File: src/asc_pkg.sv
// Package for the static memory access controller.
// Assumes a 20 MHz system clock; all pin timings are expressed as cycle counts.
package asc_pkg;
  localparam int CLK_PERIOD_PS = 50000;
  // Speed-grade figures in picoseconds
  localparam int T_RC_FAST_PS = 45000;
  localparam int T_RC_SLOW_PS = 55000;
  localparam int T_AA_FAST_PS = 45000;
  localparam int T_AA_SLOW_PS = 55000;
  localparam int T_DOE_FAST_PS = 22000;
  localparam int T_DOE_SLOW_PS = 25000;
  localparam int T_PWE_FAST_PS = 35000;
  localparam int T_PWE_SLOW_PS = 40000;
  localparam int T_SD_PS = 25000;
  localparam int T_HZWE_FAST_PS = 18000;
  localparam int T_HZWE_SLOW_PS = 20000;
  localparam int T_HZOE_PS = 18000;
  localparam int T_HD_PS = 0;

  localparam int CNT_W = 4;

  function automatic int cyc_min(input int ps);
    int c;
    c = (ps + CLK_PERIOD_PS - 1) / CLK_PERIOD_PS;
    return (c < 1) ? 1 : c;
  endfunction : cyc_min

  // Least cycle counts, slow grade covers both
  localparam logic [CNT_W-1:0] CYC_RC = CNT_W'(cyc_min(T_RC_SLOW_PS));
  localparam logic [CNT_W-1:0] CYC_READ = CNT_W'(cyc_min(T_AA_SLOW_PS));
  localparam logic [CNT_W-1:0] CYC_WPULSE =
    CNT_W'(cyc_min((T_PWE_SLOW_PS > T_HZWE_SLOW_PS + T_SD_PS) ?
                   T_PWE_SLOW_PS : T_HZWE_SLOW_PS + T_SD_PS));
  localparam logic [CNT_W-1:0] CYC_TURN = CNT_W'(cyc_min(T_HZOE_PS));
  localparam logic [CNT_W-1:0] CYC_HOLD = CNT_W'(cyc_min(T_HD_PS));

  localparam int ADDR_W = 20;
  localparam int DATA_W = 16;

  typedef struct packed {
    logic write;
    logic [ADDR_W-1:0] addr;
    logic [DATA_W-1:0] wdata;
    logic [1:0] lane_n;
  } asc_req_t;

  typedef struct packed {
    logic select_low_n;
    logic select_high;
    logic write_n;
    logic output_n;
    logic upper_lane_n;
    logic lower_lane_n;
  } asc_ctl_t;

  localparam asc_ctl_t CTL_IDLE = '{1'b1, 1'b0, 1'b1, 1'b1, 1'b1, 1'b1};
endpackage : asc_pkg

File: src/asc_sync.sv
// Three-stage synchroniser with second/third agreement filter.
// Assumes an asynchronous pin input and a single clock.
`timescale 1ns/1ps
module asc_sync #(
  parameter int W = 1
) (
  input wire logic clk, // System clock
  input wire logic rst_n, // Synchronised reset
  input wire logic [W-1:0] din, // Asynchronous input
  output logic [W-1:0] dout // Filtered value
);
  logic [W-1:0] s1, s2, s3, next_dout;
  always_comb begin
    next_dout = dout;
    for (int i = 0; i < W; i++) begin
      if (s2[i] == s3[i]) begin
        next_dout[i] = s3[i];
      end
    end
  end
  always_ff @(posedge clk or negedge rst_n) begin
    if (!rst_n) begin
      s1 <= '0;
      s2 <= '0;
      s3 <= '0;
      dout <= '0;
    end else begin
      s1 <= din;
      s2 <= s1;
      s3 <= s2;
      dout <= next_dout;
    end
  end
endmodule : asc_sync

File: src/asc_ctrl.sv
// Host controller driving an asynchronous static memory with error flag.
// Assumes the memory pins are wired directly; bus wire resolved outside.
`timescale 1ns/1ps
module asc_ctrl
  import asc_pkg::*;
#(
  parameter int ADDR_WIDTH = asc_pkg::ADDR_W,
  parameter int DATA_WIDTH = asc_pkg::DATA_W
) (
  input wire logic clk, // 20 MHz clock
  input wire logic reset_n, // Async active-low reset
  input wire asc_pkg::asc_req_t req, // Request fields
  input wire logic req_valid, // Request offered
  output logic req_ready, // Request taken this cycle
  input wire logic retain_req, // Ask to enter retention
  output logic retain_ok, // Memory deselected, safe
  output logic [DATA_WIDTH-1:0] rdata, // Read data
  output logic rerr, // Read error flag
  output logic rvalid, // Read result pulse
  output logic wdone, // Write done pulse
  output asc_pkg::asc_ctl_t mem_ctl, // Memory strobes
  output logic [ADDR_WIDTH-1:0] mem_addr, // Memory address
  output logic [DATA_WIDTH-1:0] mem_dq_out, // Data to memory
  output logic mem_dq_oe_n, // Low while driving data
  input wire logic [DATA_WIDTH-1:0] mem_dq_in, // Data from memory
  input wire logic mem_err // Error flag from memory
);
  import asc_pkg::*;

  typedef enum logic [2:0] {
    S_IDLE, S_RD, S_TURN, S_WR, S_HOLD, S_GAP, S_RET
  } asc_state_t;

  // Two-flop release so all state leaves reset on one edge
  logic rst_a, rst_n;
  always_ff @(posedge clk or negedge reset_n) begin
    if (!reset_n) begin
      rst_a <= 1'b0;
      rst_n <= 1'b0;
    end else begin
      rst_a <= 1'b1;
      rst_n <= rst_a;
    end
  end

  // Read data and error flag arrive asynchronously
  logic [DATA_WIDTH:0] pin_sync;
  asc_sync #(.W(DATA_WIDTH + 1)) u_sync (
    .clk(clk),
    .rst_n(rst_n),
    .din({mem_err, mem_dq_in}),
    .dout(pin_sync)
  );

  asc_state_t state, next_state;
  logic [CNT_W-1:0] cnt, next_cnt, cyc, next_cyc;
  asc_ctl_t next_ctl;
  logic [ADDR_WIDTH-1:0] next_addr;
  logic [DATA_WIDTH-1:0] next_dq, next_rdata;
  logic next_oe_n, next_rerr, next_rvalid, next_wdone;

  // Three sync stages plus the agreement register before the pin value is usable
  localparam logic [CNT_W-1:0] SYNC_LAT = 4'h4;
  localparam logic [CNT_W-1:0] CNT_LAST = 4'h1;

  // True on the last cycle of a countdown
  function automatic logic cnt_last(input logic [CNT_W-1:0] c);
    return c <= CNT_LAST;
  endfunction : cnt_last

  always_comb begin
    next_state = state;
    next_cnt = cnt;
    next_cyc = (cyc != '0) ? cyc - 1'b1 : cyc;
    next_ctl = mem_ctl;
    next_addr = mem_addr;
    next_dq = mem_dq_out;
    next_oe_n = mem_dq_oe_n;
    next_rdata = rdata;
    next_rerr = rerr;
    next_rvalid = 1'b0;
    next_wdone = 1'b0;
    req_ready = 1'b0;
    unique case (state)
      S_IDLE: begin
        // Retention wins over a waiting request
        if (retain_req) begin
          next_ctl = CTL_IDLE;
          next_state = S_RET;
        end else if (req_valid && cyc == '0) begin
          req_ready = 1'b1;
          next_addr = req.addr[ADDR_WIDTH-1:0];
          next_ctl.select_low_n = 1'b0;
          next_ctl.select_high = 1'b1;
          next_ctl.upper_lane_n = req.lane_n[1];
          next_ctl.lower_lane_n = req.lane_n[0];
          next_cyc = CYC_RC;
          if (req.write) begin
            next_dq = req.wdata[DATA_WIDTH-1:0];
            next_cnt = CYC_TURN;
            next_state = S_TURN;
          end else begin
            next_ctl.output_n = 1'b0;
            next_cnt = CYC_READ + SYNC_LAT;
            next_state = S_RD;
          end
        end
      end
      S_RD: begin
        if (cnt_last(cnt)) begin
          next_rdata = pin_sync[DATA_WIDTH-1:0];
          next_rerr = pin_sync[DATA_WIDTH];
          next_rvalid = 1'b1;
          next_ctl = CTL_IDLE;
          next_cnt = CYC_TURN;
          next_state = S_GAP;
        end else begin
          next_cnt = cnt - 1'b1;
        end
      end
      S_TURN: begin
        // Device outputs are already off; wait their float time first
        if (cnt_last(cnt)) begin
          next_oe_n = 1'b0;
          next_ctl.write_n = 1'b0;
          next_cnt = CYC_WPULSE;
          next_state = S_WR;
        end else begin
          next_cnt = cnt - 1'b1;
        end
      end
      S_WR: begin
        if (cnt_last(cnt)) begin
          next_ctl.write_n = 1'b1;
          next_cnt = CYC_HOLD;
          next_state = S_HOLD;
        end else begin
          next_cnt = cnt - 1'b1;
        end
      end
      S_HOLD: begin
        // Address, data, selects held one cycle past the ending edge
        next_oe_n = 1'b1;
        next_ctl = CTL_IDLE;
        next_wdone = 1'b1;
        next_cnt = CYC_TURN;
        next_state = S_GAP;
      end
      S_GAP: begin
        // Bus turn-around before the next cycle
        if (cnt_last(cnt)) begin
          next_state = S_IDLE;
        end else begin
          next_cnt = cnt - 1'b1;
        end
      end
      S_RET: begin
        // Memory stays deselected until released
        if (!retain_req) begin
          next_state = S_IDLE;
        end
      end
      default: begin
        next_state = S_IDLE;
      end
    endcase
  end

  assign retain_ok = (state == S_RET);

  // Pin outputs registered so strobes cannot glitch
  always_ff @(posedge clk or negedge rst_n) begin
    if (!rst_n) begin
      state <= S_IDLE;
      cnt <= '0;
      cyc <= '0;
      mem_ctl <= CTL_IDLE;
      mem_addr <= '0;
      mem_dq_out <= '0;
      mem_dq_oe_n <= 1'b1;
      rdata <= '0;
      rerr <= 1'b0;
      rvalid <= 1'b0;
      wdone <= 1'b0;
    end else begin
      state <= next_state;
      cnt <= next_cnt;
      cyc <= next_cyc;
      mem_ctl <= next_ctl;
      mem_addr <= next_addr;
      mem_dq_out <= next_dq;
      mem_dq_oe_n <= next_oe_n;
      rdata <= next_rdata;
      rerr <= next_rerr;
      rvalid <= next_rvalid;
      wdone <= next_wdone;
    end
  end
endmodule : asc_ctrl

File: config.mk
export PLATFORM = sky130hd
export DESIGN_NAME = asc_ctrl
export DESIGN_NICKNAME = d
export VERILOG_FILES = /design/src/asc_pkg.sv /design/src/asc_sync.sv /design/src/asc_ctrl.sv
export SDC_FILE = /design/constraint.sdc
export NUM_CORES = 1
export LEC_CHECK = 0
export ABC_AREA = 1
export BUFFER_PORTS_ARGS = -buffer_cell sky130_fd_sc_hd__buf_2
export CAP_MARGIN = 20
export CORE_ASPECT_RATIO = 0.7
export CORE_MARGIN = 2
export CORE_UTILIZATION = 40
export CTS_BUF_LIST = sky130_fd_sc_hd__clkbuf_4 sky130_fd_sc_hd__clkbuf_8
export DETAILED_ROUTE_END_ITERATION = 8
export PLACE_DENSITY = 0.76
export SLEW_MARGIN = 15
export SYNTH_ARGS = -nofsm -noshare
export SYNTH_HDL_FRONTEND = slang
export SYNTH_HIERARCHICAL = 1
export SYNTH_SLANG_ARGS = --single-unit
File: constraint.sdc
create_clock -name clk -period 4.7 [get_ports clk]
set_clock_uncertainty 0.05 [all_clocks]
set_input_delay 0.235 -clock clk [delete_from_list [all_inputs] [get_ports clk]]
set_output_delay 0.235 -clock clk [all_outputs]
set_load 0.02 [all_outputs]
# Word level (Yosys, flattened, before mapping)
# Index checks and enable logic that the tools add are counted.
# word_totals
ram_bits,0
output_inout_bits,64
mem_bits_ro,0
latchBits,0
mem_count,0
ff_bits,143
# op_classes
n_lt_le_gt_ge,1
reduce_logical,18
eq_ne,34
mul,0
bitwise_logic,1
addsub,2
shift,0
div,0
n_mux,38
# ops
op,n
4-bit two-way mux,8
3-bit two-way mux,10
3-bit one-hot mux with 7 select lines,1
"2-bit != test, second input constant",9
1-bit == test,17
4-bit one-hot mux with 4 select lines,1
4-bit AND reduction,3
1-bit two-way mux,10
"3-bit == test, second input constant",3
3-bit one-hot mux with 3 select lines,1
4-bit nonzero test,2
"4-bit by 1-bit subtractor with 4-bit output, second input constant",2
"3-bit by 2-bit == test with 1-bit output, second input constant",2
2-bit two-way mux,3
6-bit two-way mux,1
"3-bit != test, second input constant",2
2-bit one-hot mux with 3 select lines,1
3-bit AND reduction,2
6-bit AND reduction,1
1-bit one-hot mux with 5 select lines,1
5-bit AND reduction,1
5-bit nonzero test,1
"4-bit by 1-bit <= comparator with 1-bit output, second input constant",1
4-bit logical NOT,1
9 further kinds,10

# Depth between registers and ports, before layout
# Gate-level depths: netlist (run 1).
# depth
word_depth,5
mapped_depth,11
depth_no_buf,11

# By module
# Netlist (run 1), hierarchy kept.
# by_module_without_submodules
module,area_per_inst_um2,n_inst,seq_area_each_um2,cells_per_inst
asc_ctrl,3350.7,1,1884.3,411
asc_sync,1978.1,1,1701.6,136

# Worst setup path before layout (run 1)
# No wires, ideal clock.
# synth_path
path_kind,reg-to-reg
start,reg cnt[0]
end,reg mem_ctl[4] (netlist name)
n_path_buf,0
arrival_time_ns,1.374
slack_ns,3.155
setup_ns,0.120
synth_period_minus_slack_ns,1.545
path_stages_with_launch,12
cell_sequence,dfrtp_1 -> inv_1 -> ha_1 -> inv_1 -> nand2_1 -> nand2_1 -> nand2_1 -> nand2_1 -> nand2_2 -> nand2_1 -> nand2_1 -> nand2_1
# synth_via
elab_chain_cells,3
# synth_rtl
item,line,rtl
start: declaration,asc_ctrl.sv:56,"logic [CNT_W-1:0] cnt, next_cnt, cyc, next_cyc;"
start signal: assignment,asc_ctrl.sv:187,cnt <= next_cnt;
4-bit by 1-bit <= comparator with 1-bit output,asc_ctrl.sv:68,return c <= CNT_LAST;
2-bit != test (no line),-,
3-bit AND reduction (no line),-,
end signal: assignment,asc_ctrl.sv:189,mem_ctl <= next_ctl;
end: declaration,asc_ctrl.sv:21,"output asc_pkg::asc_ctl_t mem_ctl,"
# Every way passes these cells.
# A chain may end at the register's enable or synchronous reset.

# Worst setup path after layout (run 1)
# layout_path
start,reg cyc[0]
end,out req_ready
# layout_via
elab_chain_cells,5
# layout_rtl
item,line,rtl
start: declaration,asc_ctrl.sv:56,
start signal: assignment,asc_ctrl.sv:188,cyc <= next_cyc;
4-bit logical NOT,asc_ctrl.sv:90,end else if (req_valid && cyc == '0) begin
1-bit logical AND,asc_ctrl.sv:90,
1-bit two-way mux,asc_ctrl.sv:90,
1-bit two-way mux,asc_ctrl.sv:87,if (retain_req) begin
1-bit two-way mux,asc_ctrl.sv:84,unique case (state)
end: declaration,asc_ctrl.sv:14,"output logic req_ready,"
# Every way passes these cells.

==> results of run 1 <==
[cell type report]
type | count | area [sq um] | share of cell area
inverter | 45 | 171 | 0.0242
multi-input combinational | 346 | 1470 | 0.207
tap | 166 | 208 | 0.0293
sequential | 143 | 3590 | 0.507
timing repair buffer | 178 | 1180 | 0.166
clock inverter | 12 | 206 | 0.0292
clock buffer | 20 | 263 | 0.0371
[per-layer routing]
metal | global-route usage | up-vias
met4 | 0.0515 | 0
met1 | 0.238 | 1924
met2 | 0.264 | 130
li1 | - | 2048
met5 | 0 | -
met3 | 0.0546 | 11
[sequential cells by signal (all words and copies together) (netlist names), 3 cells and up]
register and flops:
u_sync/dout 17, rdata 16, u_sync/s1 17, u_sync/s2 17
state 3, mem_dq_out 16, cyc 4, mem_addr 20
cnt 4, u_sync/s3 17, mem_ctl 6
[Yosys cell counts]
library cell,number,area [sq um]
inv_4,1,6.26
ha_1,3,37.5
buf_4,2,15.0
nand3b_1,2,15.0
nand2_2,3,18.8
nand2_1,234,878
nor2_1,32,120
buf_6,6,67.6
nor3_1,2,10.0
a21oi_1,21,105
nand3_1,36,180
inv_2,2,7.51
o211ai_1,1,7.51
nor2_4,1,11.3
nand3_4,1,17.5
dfrtp_1,137,3430
nor2_2,1,6.26
nor2_8,1,20.0
o21ai_0,7,35.0
conb_1,1,3.75
inv_1,42,158
clkbuf_1,2,7.51
buf_2,3,15.0
dfstp_2,6,158
[critical path, stage by stage, from the launching register on]
cell     delay, ns
dfrtp_1       0.40
inv_1         0.08
ha_1          0.23
nand3_1       0.18
nor2_4        0.72
buf_2         0.30
[final timing paths]
path	from	end	slack [ns]	cells after the start
max in group asynchronous	rst_n	rdata[15]	3.33	1
max	cyc[0]	req_ready	2.07	5
min reg2reg	u_sync/s1[16]	u_sync/s2[16]	0.30	0
max reg2reg	cyc[0]	mem_dq_out[2]	2.24	7
min in group clk	req[0]	mem_ctl[0]	0.10	5
min	reset_n	rst_n	0.1	2
[where the power goes]
group / switching (mW) / internal [mW] / total (mW)
registers: 0.218 / 1.56 / 1.78
logic: 0.949 / 0.490 / 1.44
clock network: 0.471 / 0.665 / 1.14
[repair_timing]
item,CTS,global route
resized for setup,0,0
hold buffers,53,1
setup endpoints to repair,0,0
endpoints found under the hold margin,54,1
[logic make-up (layout without fill, tap and decap cells)]
group,count (synthesis),in the layout,share of synthesized area
and+or+nand+nor,313,313,0.240
DFF,143,143,0.673
buffers and inverters,58,255,0.0519
AOI/OAI and AO/OA,29,29,0.0277
adders and majority gates,3,3,0.00704
other,1,1,0.000704
[through the flow]
step	cell area, sq um	setup slack, ns	power, mW
after floorplan	5330	0.381	2.76
after global placement	6070	2.42	3.17
after detailed placement	6070	2.30	3.20
after CTS	7070	2.05	4.39
after global routing	7080	1.88	4.67
final	7080	2.07	4.35
==> impl_results.md, run 1 <==
- Number of cells after detailed placement: 824
- Placeable core region: 13100 sq um
- Die width: 142 um
- Die area: 14300 sq um
- Fin crit share: 0.560
- Hold Vio Cnt, Final: 0
- Final #Nets: 794
- ANT nets after route: 0
- Max cap viols: 0
- Area delta synth->final: 32.9%
- Final Setup Violations: 0
- Cell Pwr Density: 615 nW/um^2
- Mapped Nets: 610
- Unrepaired setup endpoints after global routing: false
- Met3 Wirelength: 739 um
- Seq/Total Area, Yosys: 0.673
- Total Wirelength: 11700 um
- First-pass GRT wire length: 19100 um
- Synthesis-stage register bit count: 143
- Slew margin rel.: 0.399
- Fillers: 1129
- Critical Path RT: 4.41 ns
- Drt wl/cell: 12.9 um
- Most common cell after layout, fill and taps aside: nand2_1
- Synthesized cell area: 5330 sq um
- Worst-path fanout max: 40
- Post-DP HPWL: 7190 um
- Crit. End Element: output pin
- Crit Path Class: reg -> out
- Row cnt: 35
- Iteration-0 DRC Markers: 236
- Wl on met1: 5510 um
- Yosys synthesis warning count: 6
- Initial antenna violation count: 0
- Mapped Avg Cell Area: 9.74 sq um
- DRC Markers: 0
- Number of clock sinks: 143
- Final Max Tran Viols: 0
- Worst-path clk slew: 0.08 ns
- Most frequent cells in the layout: nand2_1 (234), dfrtp_1 (136), buf_2 (123), dlygate4sd3_1 (54), inv_1 (42)
- Post-layout min period: 2.63 ns
- Fin cells: 910
- Port bufs: 123
- Status: finished clean
- Largest net degree at the start of global routing: 80
- Boundary Pins: 124
- Htree depth: 4
- DRT Pass-1 Iters: 5
- Metal2 WL: 5300 um
- Worst skew pair latency: 0.42 ns
- FMAX: 0.380 GHz
- Max clock buf depth: 2
- DR vias/cell: 4.52
- Least-Margin Pin Slew: 0.900 ns
- Placer Congestion: 0.788
- Final core utilization: 0.541
- Total CTS buffers: 17
- Ant diodes: 0
- Initial Utilization: 0.407
- Setup Total Neg Slack: 0 ns
- Worst hold margin: 0.0976 ns
- Layout cell share with drive strength beyond 1: 0.233
- Root Buffer: clkbuf_8
- Post-CTS Setup Bufs: 0
- Synth cell types: 24
- Die Span Y: 101 um
- Top Layer Used: met4
- GRT Util Overall: 0.172
- Crit start category: register
- CTS tree: built
- Worst path arrival time: 2.35 ns
- Number of global-route vias before repair: 3893
- Synth Instances: 547
- Leakage power: 3.88 nW
- Gr ovfl total: 0
- Hold Path Class: in -> async
- DR vias: 4113
- Max IR drop VDD: 0.000272 V
Note: power is estimated with default switching activity, not from simulation.
==> run 2, diff against run 1 <==
- PLACE_DENSITY: 0.76 -> 0.73
- clock period: 4.7 -> 2.7 ns (I/O delays scaled with it)
==> impl_results.md, run 2 (same netlist as run 1, synthesis figures left out) <==
- Hold Path Class: in -> reg
- Boundary Pins: 124
- Cell Pwr Density: 1050 nW/um^2
- Worst path arrival time: 2.11 ns
- Initial antenna violation count: 0
- DR vias: 4186
- Leakage power: 3.89 nW
- Final #Nets: 800
- Layout cell share with drive strength beyond 1: 0.235
- Worst-path clk slew: 0.08 ns
- Most common cell after layout, fill and taps aside: nand2_1
- Worst skew pair latency: 0.42 ns
- Die Span Y: 101 um
- Max reg flops: 20
- Status: finished clean
- DRC Markers: 0
- GRT Util Overall: 0.182
- Final Setup Violations: 0
- Number of global-route vias before repair: 4199
- Fin crit share: 0.852
- Worst path cell trace: inv_1 -> ha_1 -> nand3_1 -> nor2_4 -> buf_4 -> buf_2
- Number of clock sinks: 143
- Post-layout min period: 2.30 ns
- Area delta synth->final: 33.2%
- CP max stage cell: dfrtp_1
- DR vias/cell: 4.57
- Slack of the worst reg-to-reg path: 0.78 ns
- Drt wl/cell: 13.0 um
- Unrepaired setup endpoints after global routing: false
- CTS tree: built
- Crit Path Class: reg -> out
- Die width: 142 um
- Crit. End Element: output pin
- Worst hold margin: 0.0697 ns
- Die area: 14300 sq um
- Placer Congestion: 0.820
- Placeable core region: 13100 sq um
- Initial Utilization: 0.407
- Worst-path fanout max: 15
- Hold Vio Cnt, Final: 0
- Slowest Stage Delay on Critical Path: 0.41 ns
- WP buf/inv: 3
- Post-CTS Setup Bufs: 0
- Crit start category: register
- Most frequent cells in the layout: nand2_1 (234), dfrtp_1 (136), buf_2 (123), dlygate4sd3_1 (57), inv_1 (42)
- Largest net degree at the start of global routing: 90
- Iteration-0 DRC Markers: 211
- Crit path max-delay family: simple AND/OR/NAND/NOR gates
- Row cnt: 35
- First-pass GRT wire length: 20200 um
- Max IR drop VDD: 0.000441 V
- Root Buffer: clkbuf_8
- Setup Total Neg Slack: 0 ns
- Fillers: 1135
- Post-DP HPWL: 7650 um
- Max clock buf depth: 2
- Max cap viols: 0
- Critical Path RT: 2.52 ns
- Htree depth: 4
- Gr ovfl total: 0
- FMAX: 0.435 GHz
- Total CTS buffers: 17
- ANT nets after route: 0
- Total Wirelength: 11900 um
- Port bufs: 123
- Biggest register: mem_addr
- Ant diodes: 0
- DRT Pass-1 Iters: 4
- Final Max Tran Viols: 0
==> run 2: cell count changes in the layout (fill, tap and decap cells not counted) <==
cell	previous run	this run
buf_4	0	3
clkinv_2	1	4
dlygate4sd3_1	54	57
bufinv_16	5	4
clkbuf_4	2	1
clkbuf_8	18	17
clkinv_4	2	3
inv_6	3	2
==> run 2: area by class of cell <==
cell class / instances / area [sq um] / share of cell area
sequential: 143 / 3590 / 0.506
multi-input combinational: 346 / 1470 / 0.207
inverter: 45 / 171 / 0.0242
timing repair buffer: 184 / 1230 / 0.173
clock buffer: 18 / 241 / 0.0340
clock inverter: 14 / 191 / 0.0270
tap: 166 / 208 / 0.0293
==> run 2: stage by stage <==
stage               area [sq um]  total power [mW]  utilization  cells  setup WS, ns
floorplan                   5330              4.81            -    547         0.282
global placement            6090              5.53        0.465    827         0.849
CTS                         7100              7.50        0.542    916         0.351
finish                      7100              7.44        0.542    916         0.400
detailed placement          6090              5.59        0.465    827         0.788
global route                7100              8.03        0.542    916         0.188
==> run 2: worst register-to-register path, cell delays in order (launching register included) <==
cell and delay [ns]:
dfrtp_1 0.41, inv_1 0.08, ha_1 0.23, nand3_1 0.18, nor2_4 0.36, nand2_2 0.30, nand2_1 0.15, nand2_1 0.07
==> run 2: layer usage <==
layer | GRT usage | wire [um] | vias to the layer above
met5 | 0 | 0 | -
met4 | 0.0777 | 189 | 0
met3 | 0.0651 | 858 | 15
met2 | 0.276 | 5400 | 134
met1 | 0.238 | 5440 | 1965
li1 | - | - | 2072
==> run 2: final timing paths <==
path | start | to | cells after the start
setup / recovery | cyc[0] | req_ready | 6
hold / removal | retain_req | mem_ctl[3] | 4
hold reg to reg | rst_n | mem_addr[10] | 0
max in group asynchronous | rst_n | rerr | 1
setup reg to reg | cyc[0] | mem_dq_out[14] | 7
min in group asynchronous | rst_n | mem_addr[10] | 0
==> run 2: timing repair <==
item / in CTS / in global routing
endpoints found under the setup margin: 0 / 0
hold buffers: 57 / 0
endpoints found under the hold margin: 57 / 0
gates resized for setup: 0 / 0
==> run 2: report_power, final <==
| part | total [mW] | leakage [nW] | switching, mW | internal (mW) |
|---|---|---|---|---|
| Combinational | 2.51 | 1.91 | 1.65 | 0.857 |
| Sequential | 3.11 | 1.76 | 0.387 | 2.72 |
| Clock | 1.82 | 0.221 | 0.803 | 1.02 |
| Total | 7.44 | 3.89 | 2.84 | 4.60 |
